--- src/logic/iseq_pkg.sv ---
package iseq_pkg;
   // Next-cycle type codes
   localparam logic [1:0] CT_INT = 2'h0;
   localparam logic [1:0] CT_COP = 2'h1;
   localparam logic [1:0] CT_NSEQ = 2'h2;
   localparam logic [1:0] CT_SEQ = 2'h3;
   // Transfer size codes
   localparam logic [1:0] SZ_BYTE = 2'h0;
   localparam logic [1:0] SZ_HALF = 2'h1;
   localparam logic [1:0] SZ_WORD = 2'h2;
   // Address steps
   localparam logic [31:0] STEP_WIDE = 32'h4;
   localparam logic [31:0] STEP_COMPACT = 32'h2;
   localparam logic [31:0] WORD_STEP = 32'h4;
   // Reset values
   localparam logic [31:0] ADDR_RST = 32'h0;
   localparam logic [4:0] CNT_RST = 5'h0;
   localparam logic [7:0] SHAMT_RST = 8'h0;
   // Multiplier early-termination tiers
   localparam int MUL_TIER1_LSB = 8;
   localparam int MUL_TIER2_LSB = 16;
   localparam int MUL_TIER3_LSB = 24;
   localparam logic [2:0] MUL_M1 = 3'h1;
   localparam logic [2:0] MUL_M2 = 3'h2;
   localparam logic [2:0] MUL_M3 = 3'h3;
   localparam logic [2:0] MUL_M4 = 3'h4;

   typedef enum logic [2:0] {
      OP_DATA = 3'h0,
      OP_PSR = 3'h1,
      OP_MUL = 3'h2,
      OP_LDR = 3'h3,
      OP_STR = 3'h4,
      OP_LDM = 3'h5
   } iseq_op_t;

   typedef enum logic [3:0] {
      ST_IDLE = 4'h0,
      ST_FIRST = 4'h1,
      ST_SHIFT = 4'h3,
      ST_MULT = 4'h2,
      ST_DATA = 4'h6,
      ST_LAST = 4'h7,
      ST_REFILL1 = 4'h5,
      ST_REFILL2 = 4'h4
   } iseq_state_t;

   typedef struct packed {
      logic valid;
      iseq_op_t op;
      logic dest_pc;
      logic reg_shift;
      logic test_only;
      logic accumulate;
      logic long_mul;
      logic user_xlate;
      logic [1:0] data_size;
      logic [4:0] word_count;
      logic list_has_pc;
   } iseq_cmd_t;

   typedef struct packed {
      logic [31:0] addr;
      logic [1:0] next_cycle_type;
      logic opcode_or_data_flag;
      logic privileged_access_flag;
      logic write;
      logic [1:0] size;
   } iseq_bus_t;
endpackage : iseq_pkg

--- src/logic/iseq_sequencer.sv ---
module iseq_sequencer (
   // Clock and reset
   input wire logic sys_clk,
   input wire logic rst,
   // Decoded instruction
   input wire iseq_pkg::iseq_cmd_t cmd,
   input wire logic compact_state,
   input wire logic priv_mode,
   // Datapath values
   input wire logic [31:0] fetch_addr,
   input wire logic [31:0] target_addr,
   input wire logic [31:0] data_address,
   input wire logic [31:0] new_base,
   input wire logic [31:0] multiplier_operand,
   input wire logic [31:0] shift_amount_register,
   // Memory answer
   input wire logic abort,
   // Bus request
   output iseq_pkg::iseq_bus_t bus,
   // Register file and core control
   output logic cmd_ready,
   output logic dest_write,
   output logic flags_write,
   output logic base_restore,
   output logic [31:0] restore_value,
   output logic shift_latch_load,
   output logic [7:0] shift_amount,
   output logic exception_lockout,
   output logic op_rejected
);
   import iseq_pkg::*;

   typedef struct packed {
      iseq_state_t st;
      iseq_cmd_t op;
      logic compact;
      logic [31:0] fetch;
      logic [31:0] daddr;
      logic [31:0] tgt;
      logic [4:0] cnt;
      logic aborted;
      logic [31:0] saved_base;
      iseq_bus_t bus;
      logic ready;
      logic dest_write;
      logic flags_write;
      logic base_restore;
      logic shift_load;
      logic [7:0] shift_amt;
      logic lockout;
      logic reject;
   } iseq_regs_t;

   iseq_regs_t s;
   iseq_regs_t next_s;

   function automatic logic [2:0] mul_cycles(input logic [31:0] v);
      logic [2:0] m;
      m = MUL_M4;
      if ((&v[31:MUL_TIER3_LSB]) || !(|v[31:MUL_TIER3_LSB])) begin
         m = MUL_M3;
      end
      if ((&v[31:MUL_TIER2_LSB]) || !(|v[31:MUL_TIER2_LSB])) begin
         m = MUL_M2;
      end
      if ((&v[31:MUL_TIER1_LSB]) || !(|v[31:MUL_TIER1_LSB])) begin
         m = MUL_M1;
      end
      return m;
   endfunction : mul_cycles

   logic [31:0] step;
   logic illegal;
   logic pc_reload;
   logic [4:0] mul_extra;

   always_comb begin
      next_s = s;
      step = next_s.compact ? STEP_COMPACT : STEP_WIDE;
      illegal = compact_state && ((cmd.op == OP_DATA && cmd.reg_shift && cmd.dest_pc)
         || (cmd.op == OP_MUL && cmd.long_mul));
      mul_extra = 5'(mul_cycles(multiplier_operand)) + 5'(s.op.accumulate) + 5'(s.op.long_mul);
      pc_reload = 1'b0;
      next_s.dest_write = 1'b0;
      next_s.flags_write = 1'b0;
      next_s.base_restore = 1'b0;
      next_s.shift_load = 1'b0;
      next_s.reject = 1'b0;
      unique case (s.st)
         ST_IDLE: begin
            if (cmd.valid && illegal) begin
               next_s.reject = 1'b1;
            end else if (cmd.valid) begin
               next_s.st = ST_FIRST;
               next_s.op = cmd;
               next_s.op.dest_pc = cmd.dest_pc && cmd.op != OP_PSR;
               next_s.compact = compact_state;
               next_s.fetch = fetch_addr;
               next_s.aborted = 1'b0;
               next_s.shift_load = cmd.reg_shift && cmd.op == OP_DATA;
               next_s.shift_amt = shift_amount_register[7:0];
            end
         end
         ST_FIRST: begin
            unique case (s.op.op)
               OP_MUL: begin
                  next_s.st = ST_MULT;
                  next_s.cnt = mul_extra - 5'h1;
               end
               OP_LDR, OP_STR: begin
                  next_s.st = ST_DATA;
                  next_s.cnt = CNT_RST;
                  next_s.daddr = data_address;
               end
               OP_LDM: begin
                  next_s.st = ST_DATA;
                  next_s.cnt = s.op.word_count - 5'h1;
                  next_s.daddr = data_address;
                  next_s.saved_base = new_base;
               end
               default: begin
                  if (s.op.reg_shift) begin
                     next_s.st = ST_SHIFT;
                  end else if (s.op.dest_pc) begin
                     next_s.st = ST_REFILL1;
                  end else begin
                     next_s.st = ST_IDLE;
                  end
               end
            endcase
         end
         ST_SHIFT: begin
            next_s.st = s.op.dest_pc ? ST_REFILL1 : ST_IDLE;
         end
         ST_MULT: begin
            if (s.cnt == CNT_RST) begin
               next_s.st = ST_IDLE;
            end else begin
               next_s.cnt = s.cnt - 5'h1;
            end
         end
         ST_DATA: begin
            next_s.aborted = s.aborted || abort;
            next_s.daddr = s.daddr + WORD_STEP;
            if (s.op.op == OP_STR) begin
               next_s.st = ST_IDLE;
            end else if (s.cnt == CNT_RST) begin
               next_s.st = ST_LAST;
            end else begin
               next_s.cnt = s.cnt - 5'h1;
               next_s.dest_write = !next_s.aborted;
            end
         end
         ST_LAST: begin
            pc_reload = (s.op.op == OP_LDR && s.op.dest_pc) || (s.op.op == OP_LDM && s.op.list_has_pc);
            next_s.st = (pc_reload && !s.aborted) ? ST_REFILL1 : ST_IDLE;
         end
         ST_REFILL1: begin
            next_s.st = ST_REFILL2;
         end
         ST_REFILL2: begin
            next_s.st = ST_IDLE;
         end
         default: begin
            next_s.st = ST_IDLE;
         end
      endcase

      // Bus row for the cycle being entered
      next_s.bus.write = 1'b0;
      next_s.bus.opcode_or_data_flag = 1'b1;
      next_s.bus.privileged_access_flag = priv_mode;
      next_s.bus.size = next_s.compact ? SZ_HALF : SZ_WORD;
      next_s.bus.next_cycle_type = CT_INT;
      unique case (next_s.st)
         ST_IDLE: begin
            next_s.bus.addr = s.bus.addr;
         end
         ST_FIRST: begin
            next_s.bus.addr = next_s.fetch;
            next_s.bus.opcode_or_data_flag = 1'b0;
            unique case (next_s.op.op)
               OP_MUL: begin
                  next_s.bus.next_cycle_type = CT_INT;
               end
               OP_LDR, OP_STR, OP_LDM: begin
                  next_s.bus.next_cycle_type = CT_NSEQ;
               end
               default: begin
                  if (next_s.op.reg_shift) begin
                     next_s.bus.next_cycle_type = CT_INT;
                  end else if (next_s.op.dest_pc) begin
                     next_s.bus.next_cycle_type = CT_NSEQ;
                  end else begin
                     next_s.bus.next_cycle_type = CT_SEQ;
                     next_s.dest_write = !next_s.op.test_only;
                     next_s.flags_write = next_s.op.test_only;
                  end
               end
            endcase
            if (!next_s.op.reg_shift && next_s.op.dest_pc && next_s.op.op == OP_DATA) begin
               next_s.dest_write = 1'b1;
            end
         end
         ST_SHIFT: begin
            next_s.bus.addr = next_s.fetch + step;
            next_s.bus.next_cycle_type = next_s.op.dest_pc ? CT_NSEQ : CT_SEQ;
            next_s.dest_write = !next_s.op.test_only;
            next_s.flags_write = next_s.op.test_only;
         end
         ST_MULT: begin
            next_s.bus.addr = (s.st == ST_FIRST && next_s.op.accumulate) ? next_s.fetch : next_s.fetch + step;
            next_s.bus.next_cycle_type = (next_s.cnt == CNT_RST) ? CT_SEQ : CT_INT;
            next_s.dest_write = next_s.cnt == CNT_RST;
         end
         ST_DATA: begin
            next_s.bus.addr = next_s.daddr;
            next_s.bus.write = next_s.op.op == OP_STR;
            next_s.bus.size = (next_s.op.op == OP_LDM) ? SZ_WORD : next_s.op.data_size;
            if (next_s.op.user_xlate && next_s.op.op != OP_LDM) begin
               next_s.bus.privileged_access_flag = 1'b0;
            end
            if (next_s.op.op == OP_STR) begin
               next_s.bus.next_cycle_type = CT_NSEQ;
            end else begin
               next_s.bus.next_cycle_type = (next_s.cnt == CNT_RST) ? CT_INT : CT_SEQ;
            end
         end
         ST_LAST: begin
            next_s.bus.addr = next_s.fetch + step;
            pc_reload = (next_s.op.op == OP_LDR && next_s.op.dest_pc)
               || (next_s.op.op == OP_LDM && next_s.op.list_has_pc);
            next_s.bus.next_cycle_type = (pc_reload && !next_s.aborted) ? CT_NSEQ : CT_SEQ;
            next_s.dest_write = !next_s.aborted;
            next_s.base_restore = next_s.aborted && next_s.op.op == OP_LDM;
         end
         ST_REFILL1: begin
            next_s.tgt = target_addr;
            next_s.bus.addr = target_addr;
            next_s.bus.opcode_or_data_flag = 1'b0;
            next_s.bus.next_cycle_type = CT_SEQ;
         end
         ST_REFILL2: begin
            next_s.bus.addr = next_s.tgt + step;
            next_s.bus.opcode_or_data_flag = 1'b0;
            next_s.bus.next_cycle_type = CT_SEQ;
         end
         default: begin
            next_s.bus.addr = s.bus.addr;
         end
      endcase
      // Held through the whole refill so no exception sees a half-filled pipeline
      next_s.lockout = next_s.st == ST_REFILL1 || next_s.st == ST_REFILL2;
      next_s.ready = next_s.st == ST_IDLE;
   end

   always_ff @(posedge sys_clk) begin
      if (rst) begin
         s.st <= ST_IDLE;
         s.op <= '0;
         s.compact <= 1'b0;
         s.fetch <= ADDR_RST;
         s.daddr <= ADDR_RST;
         s.tgt <= ADDR_RST;
         s.cnt <= CNT_RST;
         s.aborted <= 1'b0;
         s.saved_base <= ADDR_RST;
         s.bus <= '{addr: ADDR_RST, next_cycle_type: CT_INT, opcode_or_data_flag: 1'b1,
            privileged_access_flag: 1'b0, write: 1'b0, size: SZ_WORD};
         s.ready <= 1'b1;
         s.dest_write <= 1'b0;
         s.flags_write <= 1'b0;
         s.base_restore <= 1'b0;
         s.shift_load <= 1'b0;
         s.shift_amt <= SHAMT_RST;
         s.lockout <= 1'b0;
         s.reject <= 1'b0;
      end else begin
         s <= next_s;
      end
   end

   assign bus = s.bus;
   assign cmd_ready = s.ready;
   assign dest_write = s.dest_write;
   assign flags_write = s.flags_write;
   assign base_restore = s.base_restore;
   assign restore_value = s.saved_base;
   assign shift_latch_load = s.shift_load;
   assign shift_amount = s.shift_amt;
   assign exception_lockout = s.lockout;
   assign op_rejected = s.reject;
endmodule : iseq_sequencer

--- config.mk ---
export PLATFORM = sky130hd
export DESIGN_NAME = iseq_sequencer
export DESIGN_NICKNAME = d
export VERILOG_FILES = /design/src/logic/iseq_pkg.sv /design/src/logic/iseq_sequencer.sv
export SDC_FILE = /design/constraint.sdc
export NUM_CORES = 1
export LEC_CHECK = 0
export ABC_CLOCK_PERIOD_IN_PS = 5100
export BUFFER_PORTS_ARGS = -buffer_cell sky130_fd_sc_hd__buf_2
export CORE_MARGIN = 4
export CORE_UTILIZATION = 40
export DETAILED_ROUTE_END_ITERATION = 16
export PLACE_DENSITY = 0.73
export SYNTH_ARGS = -nofsm -noshare
export SYNTH_HDL_FRONTEND = slang
export SYNTH_SLANG_ARGS = --single-unit
--- constraint.sdc ---
create_clock -name sys_clk -period 5.1 [get_ports sys_clk]
set_clock_uncertainty 0.15 [all_clocks]
set_input_delay 0 -clock sys_clk [delete_from_list [all_inputs] [get_ports sys_clk]]
set_output_delay 0 -clock sys_clk [all_outputs]
set_load 0.02 [all_outputs]
After elaboration in Yosys (flattened, before gate mapping)
Cells that the tools add are included.
- bitwise gates (word level): 5
- multiplexer cells: 49
- reductions and logical operators: 59
- eq/ne operators: 24
- $add $sub $neg: 8
- operators with widths (kind ; count):
    $pmux 32 s6 ; 1
    $mux 55 ; 2
    $add 32x3->32 ; 2
    $mux 32 ; 2
    $pmux 32 s2 ; 1
    $mux 50 ; 1
    $add 32x3->32 const B ; 1
    $pmux 5 s3 ; 2
    $eq 4x3->1 const B ; 7
    $pmux 4 s7 ; 1
    $reduce_and 24->1 ; 1
    $reduce_or 24->1 ; 1
    $mux 3 ; 7
    $mux 2 ; 9
    $logic_and 1x1->1 ; 17
    $eq 4x2->1 const B ; 4
    $mux 4 ; 4
    $reduce_and 16->1 ; 1
    $reduce_or 16->1 ; 1
    $eq 3x2->1 const B ; 5
    $sub 5x1->5 const B ; 3
    $eq 3x3->1 const B ; 4
    $pmux 2 s6 ; 1
    $reduce_or 2->1 ; 6
    24 further kinds ; 61
- output and inout port bits: 86
- flip-flop bits (word level): 211
- logic and storage cells: 178

Depth between registers and ports, before layout
Gate-level depths: netlist of the first run.
- word-level depth: 15
- depth in mapped cells: 18

Worst setup path after synthesis of the first run
OpenSTA, ideal clock, no wires.
- path type: register to register
- start: register s[209] (netlist bit)
- end: register bus[34] (netlist name)
- setup time: 140 ps
- data required time: 4810 ps
- path slack: 1140 ps
- cell stages (with the launch flop): 19
- arrival: 3670 ps
- buffers on the path: 5
- period minus slack after synthesis: 3960 ps
- path through: dfxtp_1 buf_2 nor2_1 nand3_1 buf_2 nor2_1 buf_2 buf_4 buf_4 mux2i_1 inv_1 ha_1 inv_1 fa_1 a221oi_2 nand3_1 nor3_1 xor2_1 o221ai_1
- RTL lines (what ; line ; RTL):
    from (decl) ; iseq_sequencer.sv:54 ; iseq_regs_t s;
    from (signal assigned) ; iseq_sequencer.sv:279 ; s <= next_s;

Worst setup path after layout of the first run
- start: register s[209] (netlist bit)
- end: register bus[3] (netlist name)
- longest elaborated chain between the ends: 6
- elaborated cells on any way between the ends: 19
- those cells by class: eq/ne: 8; mux: 9; reduce/logical: 2
- ends and longest elaborated chain (what ; line ; RTL):
    branches (longest 5 deep; another with $pmux 4 s7) ; -- ;
    $mux 4 * ; iseq_sequencer.sv:175 ; unique case (next_s.st)
Mark *: on every way between the ends.
A chain may end at the register's enable or synchronous reset.

==> flow_metrics.py, run 1 <==
metrics = {
    "synth": {
        "synth_top_area_share_pct": 34.35,
        "synth_edf_count": 0,
        "synth_commonest_cells": "250 x nand2_1, 210 x dfxtp_1, 144 x nor2_1, 125 x a21oi_1, 86 x buf_4",
        "synthFlopType": "dfxtp_1",
        "yosysUniqueCellTypes": 100,
        "ys_seq_elements": 210,
        "synth_largest_area_cell": "dfxtp_1",
        "synth_area_sq_um": 12240,
        "seq_area_frac_synth_pct": 34.35,
        "syn-num-nets": 1778,
        "syn_area_per_cell_sq_um": 7.906,
        "syn_inst": 1548,
        "yosys-top-cells-area": "dfxtp_1 34%, nand2_1 7.7%, buf_4 5.3%",
        "synth_async_sr_flop_share_pct": 0,
        "yosysMostFrequentCell": "nand2_1",
        "synth_warnings": 0,
    },
    "cells_and_area": {
        "fin_nets": 2108,
        "ff_latch_area_sq_um": 4204,
        "areaGrowthSynthToFinish_pct": 30.13,
        "diodes": 0,
        "fillers": 2723,
        "drive_above_1_share_pct": 19.98,
        "multiInputGateArea_sq_um": 6932,
        "stdcell_area_sq_um": 15930,
    },
    "clocking": {
        "numCtsBuffers": 25,
        "cts_buffer_depth": 3,
        "cts_tree": "yes",
        "cts_sinks": 210,
        "postCtsSetupRepairBufs": 0,
        "htree_levels": 1,
        "insertion_delay_ns": 0.54,
        "clk_pin_slew_ns": 0.06,
        "root_buffer": "clkbuf_16",
    },
    "pwr": {
        "p_per_area_nw_per_um2": 255.9,
        "ir_worst_vdd_v": 0.0002263,
        "leakage_nw": 6.150,
        "power_mw": 4.075,
    },
    "grt": {
        "grt_remaining_overflow": 0,
        "antenna_found_initial": 0,
        "grt_max_degree": 75,
        "first_global_vias": 12870,
        "grt_usage_pct": 25.31,
        "grt_pass1_wl_mm": 69.28,
    },
    "floorplanning": {
        "io_pins": 301,
        "die_w_um": 182.9,
        "initial_core_util_pct": 40.97,
        "die_y_um": 182.9,
        "row_count": 63,
        "fp.coreArea_sq_um": 29870,
        "dieArea_sq_um": 33460,
    },
    "worst_setup_path": {
        "critPathLaunchType": "flop",
        "cp_data_required_time_ns": 5.37,
        "ff2ff_path_depth": 7,
        "worst_setup_path_end_kind": "flop",
        "worstSetupStartpoint": "s[209]",
        "critical_path_depth": 7,
        "cpMostUsedCell": "o21ai_0",
        "r2r_start": "s[209]",
        "worst_path_largest_cell_delay_ns": 0.80,
        "critical-path-top-delay-family": "simple AND/OR/NAND/NOR gates",
        "critical_path_buf_inv_count": 1,
        "worstPathArrival_ns": 4.68,
        "crit_path_cell_trace": "and4bb_2 -> o21ai_0 -> and3_1 -> nor3_1 -> o21ai_0 -> o211a_1 -> dlygate4sd3_1",
        "reg2reg_to": "bus[3]",
        "slowest_stage": "nor3_1",
        "critical_path_class": "reg -> reg",
        "critPathCapture": "bus[3]",
        "rrSetupSlack_ns": 0.69,
        "critPathMaxFanout": 22,
    },
    "run": {
        "maxCapViolCount": 0,
    },
    "placement": {
        "hpwl_mm": 31.42,
        "place_area_sq_um": 13230,
        "finalWeightedCongestion": 0.9176,
        "portBuffers": 268,
    },
    "timing": {
        "worstMarginPinSlew_ns": 1.240,
        "drv_slew": 0,
        "setup_viol": 0,
        "maxSlewHeadroom_pct": 17.22,
        "fmax_mhz": 227.0,
        "fin_crit_ns": 4.405,
        "hold_viol_final": 0,
        "hold_ws_ns": 0.09310,
        "min_period_over_period_pct": 86.37,
        "final.setup.tns_ns": 0,
        "rsz0062_at_grt": "no",
    },
    "hold_path": {
        "hp-class": "in -> reg",
    },
    "route": {
        "vias": 13400,
        "routed_wl_mm": 45.22,
        "drc_errors": 0,
        "viasPerCell": 5.861,
        "drt_iter0_drc": 1419,
        "first_pass_iters": 8,
        "routedWlPerCell_um": 19.77,
        "ant_nets": 0,
    },
    "status": {
        "status": "finished clean",
    },
}
[power breakdown]
group / switching [mW] / leakage, nW / internal (mW) / total (mW)
Combinational: 0.287 / 4.04 / 0.243 / 0.530
Clock: 0.762 / 0.403 / 1.06 / 1.82
Sequential: 0.0394 / 1.70 / 1.68 / 1.72
Total: 1.09 / 6.15 / 2.99 / 4.08
[final cells by class]
| cell class | instances | area share [%] |
|---|---|---|
| Tap cell | 390 | 3.064 |
| Multi-Input combinational cell | 1139 | 43.52 |
| Sequential cell | 210 | 26.40 |
| Clock buffer | 30 | 4.297 |
| Inverter | 26 | 0.6128 |
| Timing Repair Buffer | 476 | 21.19 |
| Clock inverter | 16 | 0.9192 |
[metrics by stage]
step	std cells	util [%]	setup WS, ns
finish	2287	53.31	0.6949
global route	2287	53.31	0.5258
CTS	2287	53.31	0.8639
detailed placement	2055	44.30	1.190
global placement	2055	44.30	1.294
floorplan	1548	-	1.140
[what timing repair did]
action,CTS,global route
setup endpoints to repair,0,0
gates resized for setup,0,0
hold endpoints to repair,198,0
hold buffers,186,0
[metal layers]
layer  part of all wire (%)  vias to the layer above  GRT usage, %
met5                      0                        -             0
met4                    4.5                        0         10.34
met3                    8.2                      126         4.125
met2                     48                      694         44.01
met1                     39                     6390         31.24
li1                       -                     6193             -
[how the worst min path moves through the flow]
stage,start,end,cells after the start
6_report,new_base[13],restore_value[13],4
5_1_grt,new_base[13],restore_value[13],4
4_1_cts,new_base[13],restore_value[13],4
3_5_place_dp,new_base[4],restore_value[4],3
3_3_place_gp,new_base[26],restore_value[26],3
2_1_floorplan,priv_mode,bus[3],1
[worst min-delay path, cell delays in order]
cell and delay, ns:
dlygate4sd3_1 0.53, buf_2 0.12, nand2_1 0.04, a21oi_1 0.05
[logic make-up (layout without fill, tap and decap cells)]
group,count (synthesis),count (layout),synth area share [%]
other cells,1,1,0.03064
mux,39,39,3.200
buf+inv,199,548,9.272
flops,210,210,34.35
fa+ha+maj,15,15,1.717
compound gates,387,387,22.34
xor+xnor,58,58,4.150
simple gates,639,639,24.94
[cell usage in the layout (no fill, tap or decap), types with 6 or more instances in the layout]
cell             n
xnor2_1         29
nand4_1         40
nor2_1         141
inv_1           26
dfxtp_1        210
nor4_1          14
a31oi_1         19
nand2b_1        11
o221ai_1         9
buf_4           22
xor2_1          29
or3_1            6
mux2i_1         38
and3_1          28
nand3_1         47
dlygate4sd3_1  186
a21boi_0         6
a22oi_1         17
o21a_1           6
ha_1            12
clkinv_2         8
and2_1          12
a21oi_1        124
a21o_1           9
nor3_1          31
buf_2          267
nor3b_1         15
nand2_1        250
a211oi_1         6
clkbuf_16       25
o211ai_1        11
o22ai_1         22
a221oi_1        20
o31ai_1         10
o21ai_0         45
[registers in the layout (all words and copies together), names as in the netlist, 8 cells and up]
register,count
shift_amount,8
s,124
restore_value,32
bus,39
No activity file was read; power rests on OpenSTA's default activity.
==> run 2: changes to the inputs <==
--- a/config.mk
+++ b/config.mk
@@ -7,7 +7,8 @@
 export LEC_CHECK = 0
 export ABC_CLOCK_PERIOD_IN_PS = 5100
 export BUFFER_PORTS_ARGS = -buffer_cell sky130_fd_sc_hd__buf_2
-export CORE_MARGIN = 4
+export CORE_ASPECT_RATIO = 0.6
+export CORE_MARGIN = 5
 export CORE_UTILIZATION = 40
 export DETAILED_ROUTE_END_ITERATION = 16
 export PLACE_DENSITY = 0.73
==> run 2 against run 1 <==
Non-clock buffer count rose by 14. Via count increased by 0.82%. Routed wire length increased by 3.9%. Maximum frequency down 3.2%. Setup slack worse by 0.14 ns.
==> flow_metrics.py, run 2 (same netlist as run 1, synthesis figures left out) <==
metrics = {
    "clocking": {
        "htree_levels": 1,
        "clk_pin_slew_ns": 0.07,
        "cts_buffer_depth": 3,
        "post_cts_resized": 0,
        "numCtsBuffers": 22,
        "cts_sinks": 210,
        "root_buffer": "clkbuf_16",
        "insertion_delay_ns": 0.52,
        "cts_tree": "yes",
    },
    "floorplanning": {
        "dieArea_sq_um": 34310,
        "row_count": 49,
        "die_w_um": 235.8,
        "initial_core_util_pct": 40.74,
        "io_pins": 301,
        "fp.coreArea_sq_um": 30040,
        "die_y_um": 145.5,
    },
    "pwr": {
        "p_per_area_nw_per_um2": 246.3,
        "ir_worst_vdd_v": 0.0002025,
        "leakage_nw": 6.216,
    },
    "hold_path": {
        "whs_path_depth": 4,
        "hp-class": "in -> reg",
    },
    "worst_setup_path": {
        "worstPathArrival_ns": 4.80,
        "critPathLaunchType": "flop",
        "worst_path_largest_cell_delay_ns": 0.59,
        "rrSetupSlack_ns": 0.55,
        "crit_path_cell_trace": "nor2_1 -> nand3_1 -> buf_4 -> nor2_4 -> mux2i_1 -> inv_1 -> ha_1 -> a21oi_1 -> a221oi_4 -> nand4_2 -> nor3_1 -> xor2_1 -> o221ai_1 -> dlygate4sd3_1",
        "worst_setup_path_end_kind": "flop",
        "slowest_stage": "dlygate4sd3_1",
        "critical_path_class": "reg -> reg",
        "cp_data_required_time_ns": 5.35,
        "ff2ff_path_depth": 14,
        "critPathMaxFanout": 21,
    },
    "placement": {
        "finalWeightedCongestion": 0.9651,
        "hpwl_mm": 33.65,
        "portBuffers": 268,
    },
    "timing": {
        "drv_slew": 0,
        "fin_crit_ns": 4.549,
        "maxSlewHeadroom_pct": 12.84,
        "setup_viol": 0,
        "min_period_over_period_pct": 89.20,
        "hold_viol_final": 0,
        "fmax_mhz": 219.8,
        "hold_ws_ns": 0.1189,
        "worstMarginPinSlew_ns": 1.306,
        "rsz0062_at_grt": "no",
        "final.setup.tns_ns": 0,
    },
    "route": {
        "routed_wl_mm": 46.97,
        "drc_errors": 0,
        "routedWlPerCell_um": 20.31,
        "drt_iter0_drc": 1858,
        "first_pass_iters": 7,
        "viasPerCell": 5.845,
        "vias": 13510,
        "ant_nets": 0,
    },
    "cells_and_area": {
        "areaGrowthSynthToFinish_pct": 30.67,
        "post-route-util_pct": 53.24,
        "largest_reg_flops": 124,
        "final_common_cell": "buf_2",
        "final_cell_mix": "267 x buf_2, 250 x nand2_1, 210 x dfxtp_1, 199 x dlygate4sd3_1, 141 x nor2_1",
        "largest_register": "s",
        "drive_above_1_share_pct": 19.44,
        "fin_nets": 2119,
    },
    "status": {
        "status": "finished clean",
    },
    "run": {
        "maxCapViolCount": 0,
    },
    "grt": {
        "grt_max_degree": 126,
        "grt_pass1_wl_mm": 72.31,
        "grt_usage_pct": 25.69,
        "first_global_vias": 13030,
        "grt_remaining_overflow": 0,
        "antenna_found_initial": 1,
    },
}
[run 2: critical path, delay by kind of cell, from the launching register on]
kind                       cells  cell delay [ns]
adders and majority gates      1             0.29
muxes                          1             0.41
AOI/OAI and AO/OA              3             0.73
and+or+nand+nor                5             1.33
DFF                            1             0.41
buffers and inverters          3             0.93
xor gates and xnor gates       1             0.17
[run 2: report_power, final]
part	total (mW)	internal [mW]	switching (mW)
registers	1.72	1.68	0.0360
logic	0.538	0.246	0.292
clock network	1.68	0.971	0.711
total	3.94	2.90	1.04
[run 2: final timing paths]
path | start | to
max reg2reg | s[210] | bus[35]
min reg2reg | restore_value[31] | restore_value[31]
max | s[210] | bus[35]
min | shift_amount_register[4] | shift_amount[4]
[run 2: layout make-up]
class	count	area [sq um]
Fill cell	2798	14050
Multi-Input combinational cell	1139	6932
Sequential cell	210	4204
Timing Repair Buffer	490	3512
Clock buffer	29	628.1
Tap cell	408	510.5
Clock inverter	9	106.4
Inverter	26	97.59
Antenna cell	1	2.502
[run 2: repair_timing]
| action | 4_1_cts | 5_1_grt |
|---|---|---|
| setup buffers | 0 | 0 |
| hold endpoints to repair | 197 | 0 |
| hold buffers | 199 | 0 |
[run 2: stage by stage]
stage                     worst slack (ns)  instance area, sq um  instances  power [mW]
after floorplan                      1.140                 12240       1548       2.014
after global placement               1.214                 13260       2074       2.166
after detailed placement             1.153                 13260       2074       2.176
after CTS                           0.6399                 15990       2311       3.948
after global routing                0.2393                 15990       2312       4.065
final                               0.5506                 15990       2312       3.939
[run 2: layer usage]
metal,wire length (um),track usage [%]
met3,5426,6.439
met4,1302,6.410
met2,20480,39.83
met5,0,0
met1,19760,36.02
==> run 3: changes to the inputs <==
--- a/config.mk
+++ b/config.mk
@@ -8,7 +8,6 @@
 export ABC_CLOCK_PERIOD_IN_PS = 5100
 export BUFFER_PORTS_ARGS = -buffer_cell sky130_fd_sc_hd__buf_2
 export CORE_ASPECT_RATIO = 0.6
-export CORE_MARGIN = 5
 export CORE_UTILIZATION = 40
 export DETAILED_ROUTE_END_ITERATION = 16
 export PLACE_DENSITY = 0.73
==> run 3 against run 2 <==
The flow now finishes with violations (negative hold slack). Hold slack worse by 0.13 ns. Via count increased by 0.75%. Non-clock buffer count rose by 19. Critical path type unchanged.
==> flow_metrics.py, run 3 (same netlist as run 1, synthesis figures left out) <==
metrics = {
    "status": {
        "status": "complete, but fails checks",
        "violations": "negative hold slack",
    },
    "cells_and_area": {
        "fillers": 2736,
        "areaGrowthSynthToFinish_pct": 32.34,
        "largest_register": "s",
        "stdcell_area_sq_um": 16200,
        "ff_latch_area_sq_um": 4204,
        "final_common_cell": "buf_2",
        "multiInputGateArea_sq_um": 6932,
        "largest_reg_flops": 124,
        "drive_above_1_share_pct": 19.46,
        "final_cell_mix": "267 x buf_2, 250 x nand2_1, 214 x dlygate4sd3_1, 210 x dfxtp_1, 141 x nor2_1",
        "fin_nets": 2138,
    },
    "grt": {
        "grt_pass1_wl_mm": 70.17,
        "antenna_found_initial": 0,
        "grt_max_degree": 79,
        "first_global_vias": 12740,
        "grt_usage_pct": 28.66,
        "grt_remaining_overflow": 0,
    },
    "timing": {
        "hold_viol_final": 1,
        "finalWorstSetupSlack_ns": 0.5788,
        "setup_viol": 0,
        "rsz0062_at_grt": "no",
        "drv_slew": 0,
        "worstMarginPinSlew_ns": 1.130,
        "maxSlewHeadroom_pct": 23.99,
        "final.setup.tns_ns": 0,
        "fin_crit_ns": 4.521,
        "fmax_mhz": 221.2,
        "min_period_over_period_pct": 88.65,
        "hold_ws_ns": -0.01217,
    },
    "placement": {
        "pre_cts_ws_ns": 1.184,
        "portBuffers": 268,
        "hpwl_mm": 32.48,
        "place_area_sq_um": 13310,
        "finalWeightedCongestion": 0.9882,
    },
    "route": {
        "first_pass_iters": 6,
        "routedWlPerCell_um": 20.24,
        "ant_nets": 0,
        "viasPerCell": 5.840,
        "drt_iter0_drc": 1699,
        "drc_errors": 0,
        "vias": 13610,
        "routed_wl_mm": 47.18,
    },
    "clocking": {
        "cts_buffer_depth": 3,
        "root_buffer": "clkbuf_16",
        "ctsHoldBuffers": 214,
        "cts_tree": "yes",
        "postCtsSetupRepairBufs": 0,
        "htree_levels": 1,
        "clk_pin_slew_ns": 0.07,
        "numCtsBuffers": 22,
        "post_cts_resized": 0,
        "insertion_delay_ns": 0.53,
        "cts_sinks": 210,
    },
    "pwr": {
        "p_per_area_nw_per_um2": 245.1,
        "leakage_nw": 6.336,
        "ir_worst_vdd_v": 0.0001791,
    },
    "worst_setup_path": {
        "worst_setup_path_end_kind": "flop",
        "slowest_stage": "dfxtp_1",
        "critPathMaxFanout": 15,
        "critPathLaunchType": "flop",
        "crit_path_cell_trace": "nand2b_1 -> o21ai_0 -> and3_1 -> nand2_1 -> nor2_2 -> buf_4 -> a22oi_1 -> o221ai_1 -> dlygate4sd3_1",
        "critical_path_buf_inv_count": 2,
        "critical-path-top-delay-family": "simple AND/OR/NAND/NOR gates",
        "cp_data_required_time_ns": 5.41,
        "critical_path_class": "reg -> reg",
        "worstPathArrival_ns": 4.83,
        "worst_path_largest_cell_delay_ns": 0.65,
    },
    "floorplanning": {
        "io_pins": 301,
        "die_y_um": 137.5,
        "dieArea_sq_um": 31320,
        "fp.coreArea_sq_um": 30040,
        "row_count": 49,
        "initial_core_util_pct": 40.74,
        "die_w_um": 227.8,
    },
    "run": {
        "maxCapViolCount": 0,
    },
    "hold_path": {
        "hp-class": "in -> reg",
    },
}
[run 3: changes by cell type in the layout (fill, tap and decap cells not counted)]
cell,delta
bufinv_16,-1
inv_6,+1
clkinv_2,-2
dlygate4sd3_1,+15
clkbuf_8,+5
clkinv_4,-3
buf_12,+1
buf_4,+3
[run 3: routing by layer]
metal | GRT usage, % | wire length, um
met5 | 0 | 0
met4 | 10.66 | 1783
met3 | 7.492 | 5626
met2 | 43.38 | 20100
met1 | 39.08 | 19670
[run 3: worst min-delay path: stages]
cell     delay (ns)
buf_2          0.11
nand3_1        0.12
nor2_4         0.10
mux2i_1        0.18
nor2_1         0.11
[run 3: power by group]
| part | leakage, nW | switching (mW) | total (mW) | internal, mW |
|---|---|---|---|---|
| Combinational | 4.26 | 0.292 | 0.543 | 0.250 |
| Clock | 0.371 | 0.716 | 1.71 | 0.990 |
| Sequential | 1.70 | 0.0383 | 1.72 | 1.68 |
[run 3: stage by stage]
step / instances / power, mW / utilization, % / hold slack [ns]
after floorplan: 1548 / 2.014 / - / -0.01659
after global placement: 2078 / 2.167 / 44.29 / 0.07529
after detailed placement: 2078 / 2.177 / 44.29 / 0.08199
after CTS: 2330 / 3.957 / 53.91 / 0.004010
after global routing: 2330 / 4.098 / 53.91 / 0.04609
final: 2331 / 3.969 / 53.92 / -0.01217
[run 3: layout make-up]
cell class	count	share of cell area, %
Inverter	26	0.6025
Clock inverter	4	0.3013
Antenna cell	1	0.01545
Sequential cell	210	25.96
Timing Repair Buffer	509	22.87
Tap cell	408	3.152
Multi-Input combinational cell	1139	42.80
Clock buffer	34	4.303
[run 3: worst paths after layout]
path | startpoint | endpoint | slack [ns] | cells past startpoint
setup / recovery | s[205] | bus[35] | 0.58 | 9
hold / removal | cmd[17] | s[200] | -0.01 | 5
setup reg to reg | s[205] | bus[35] | 0.58 | 9
hold reg to reg | s[198] | s[198] | 0.32 | 2
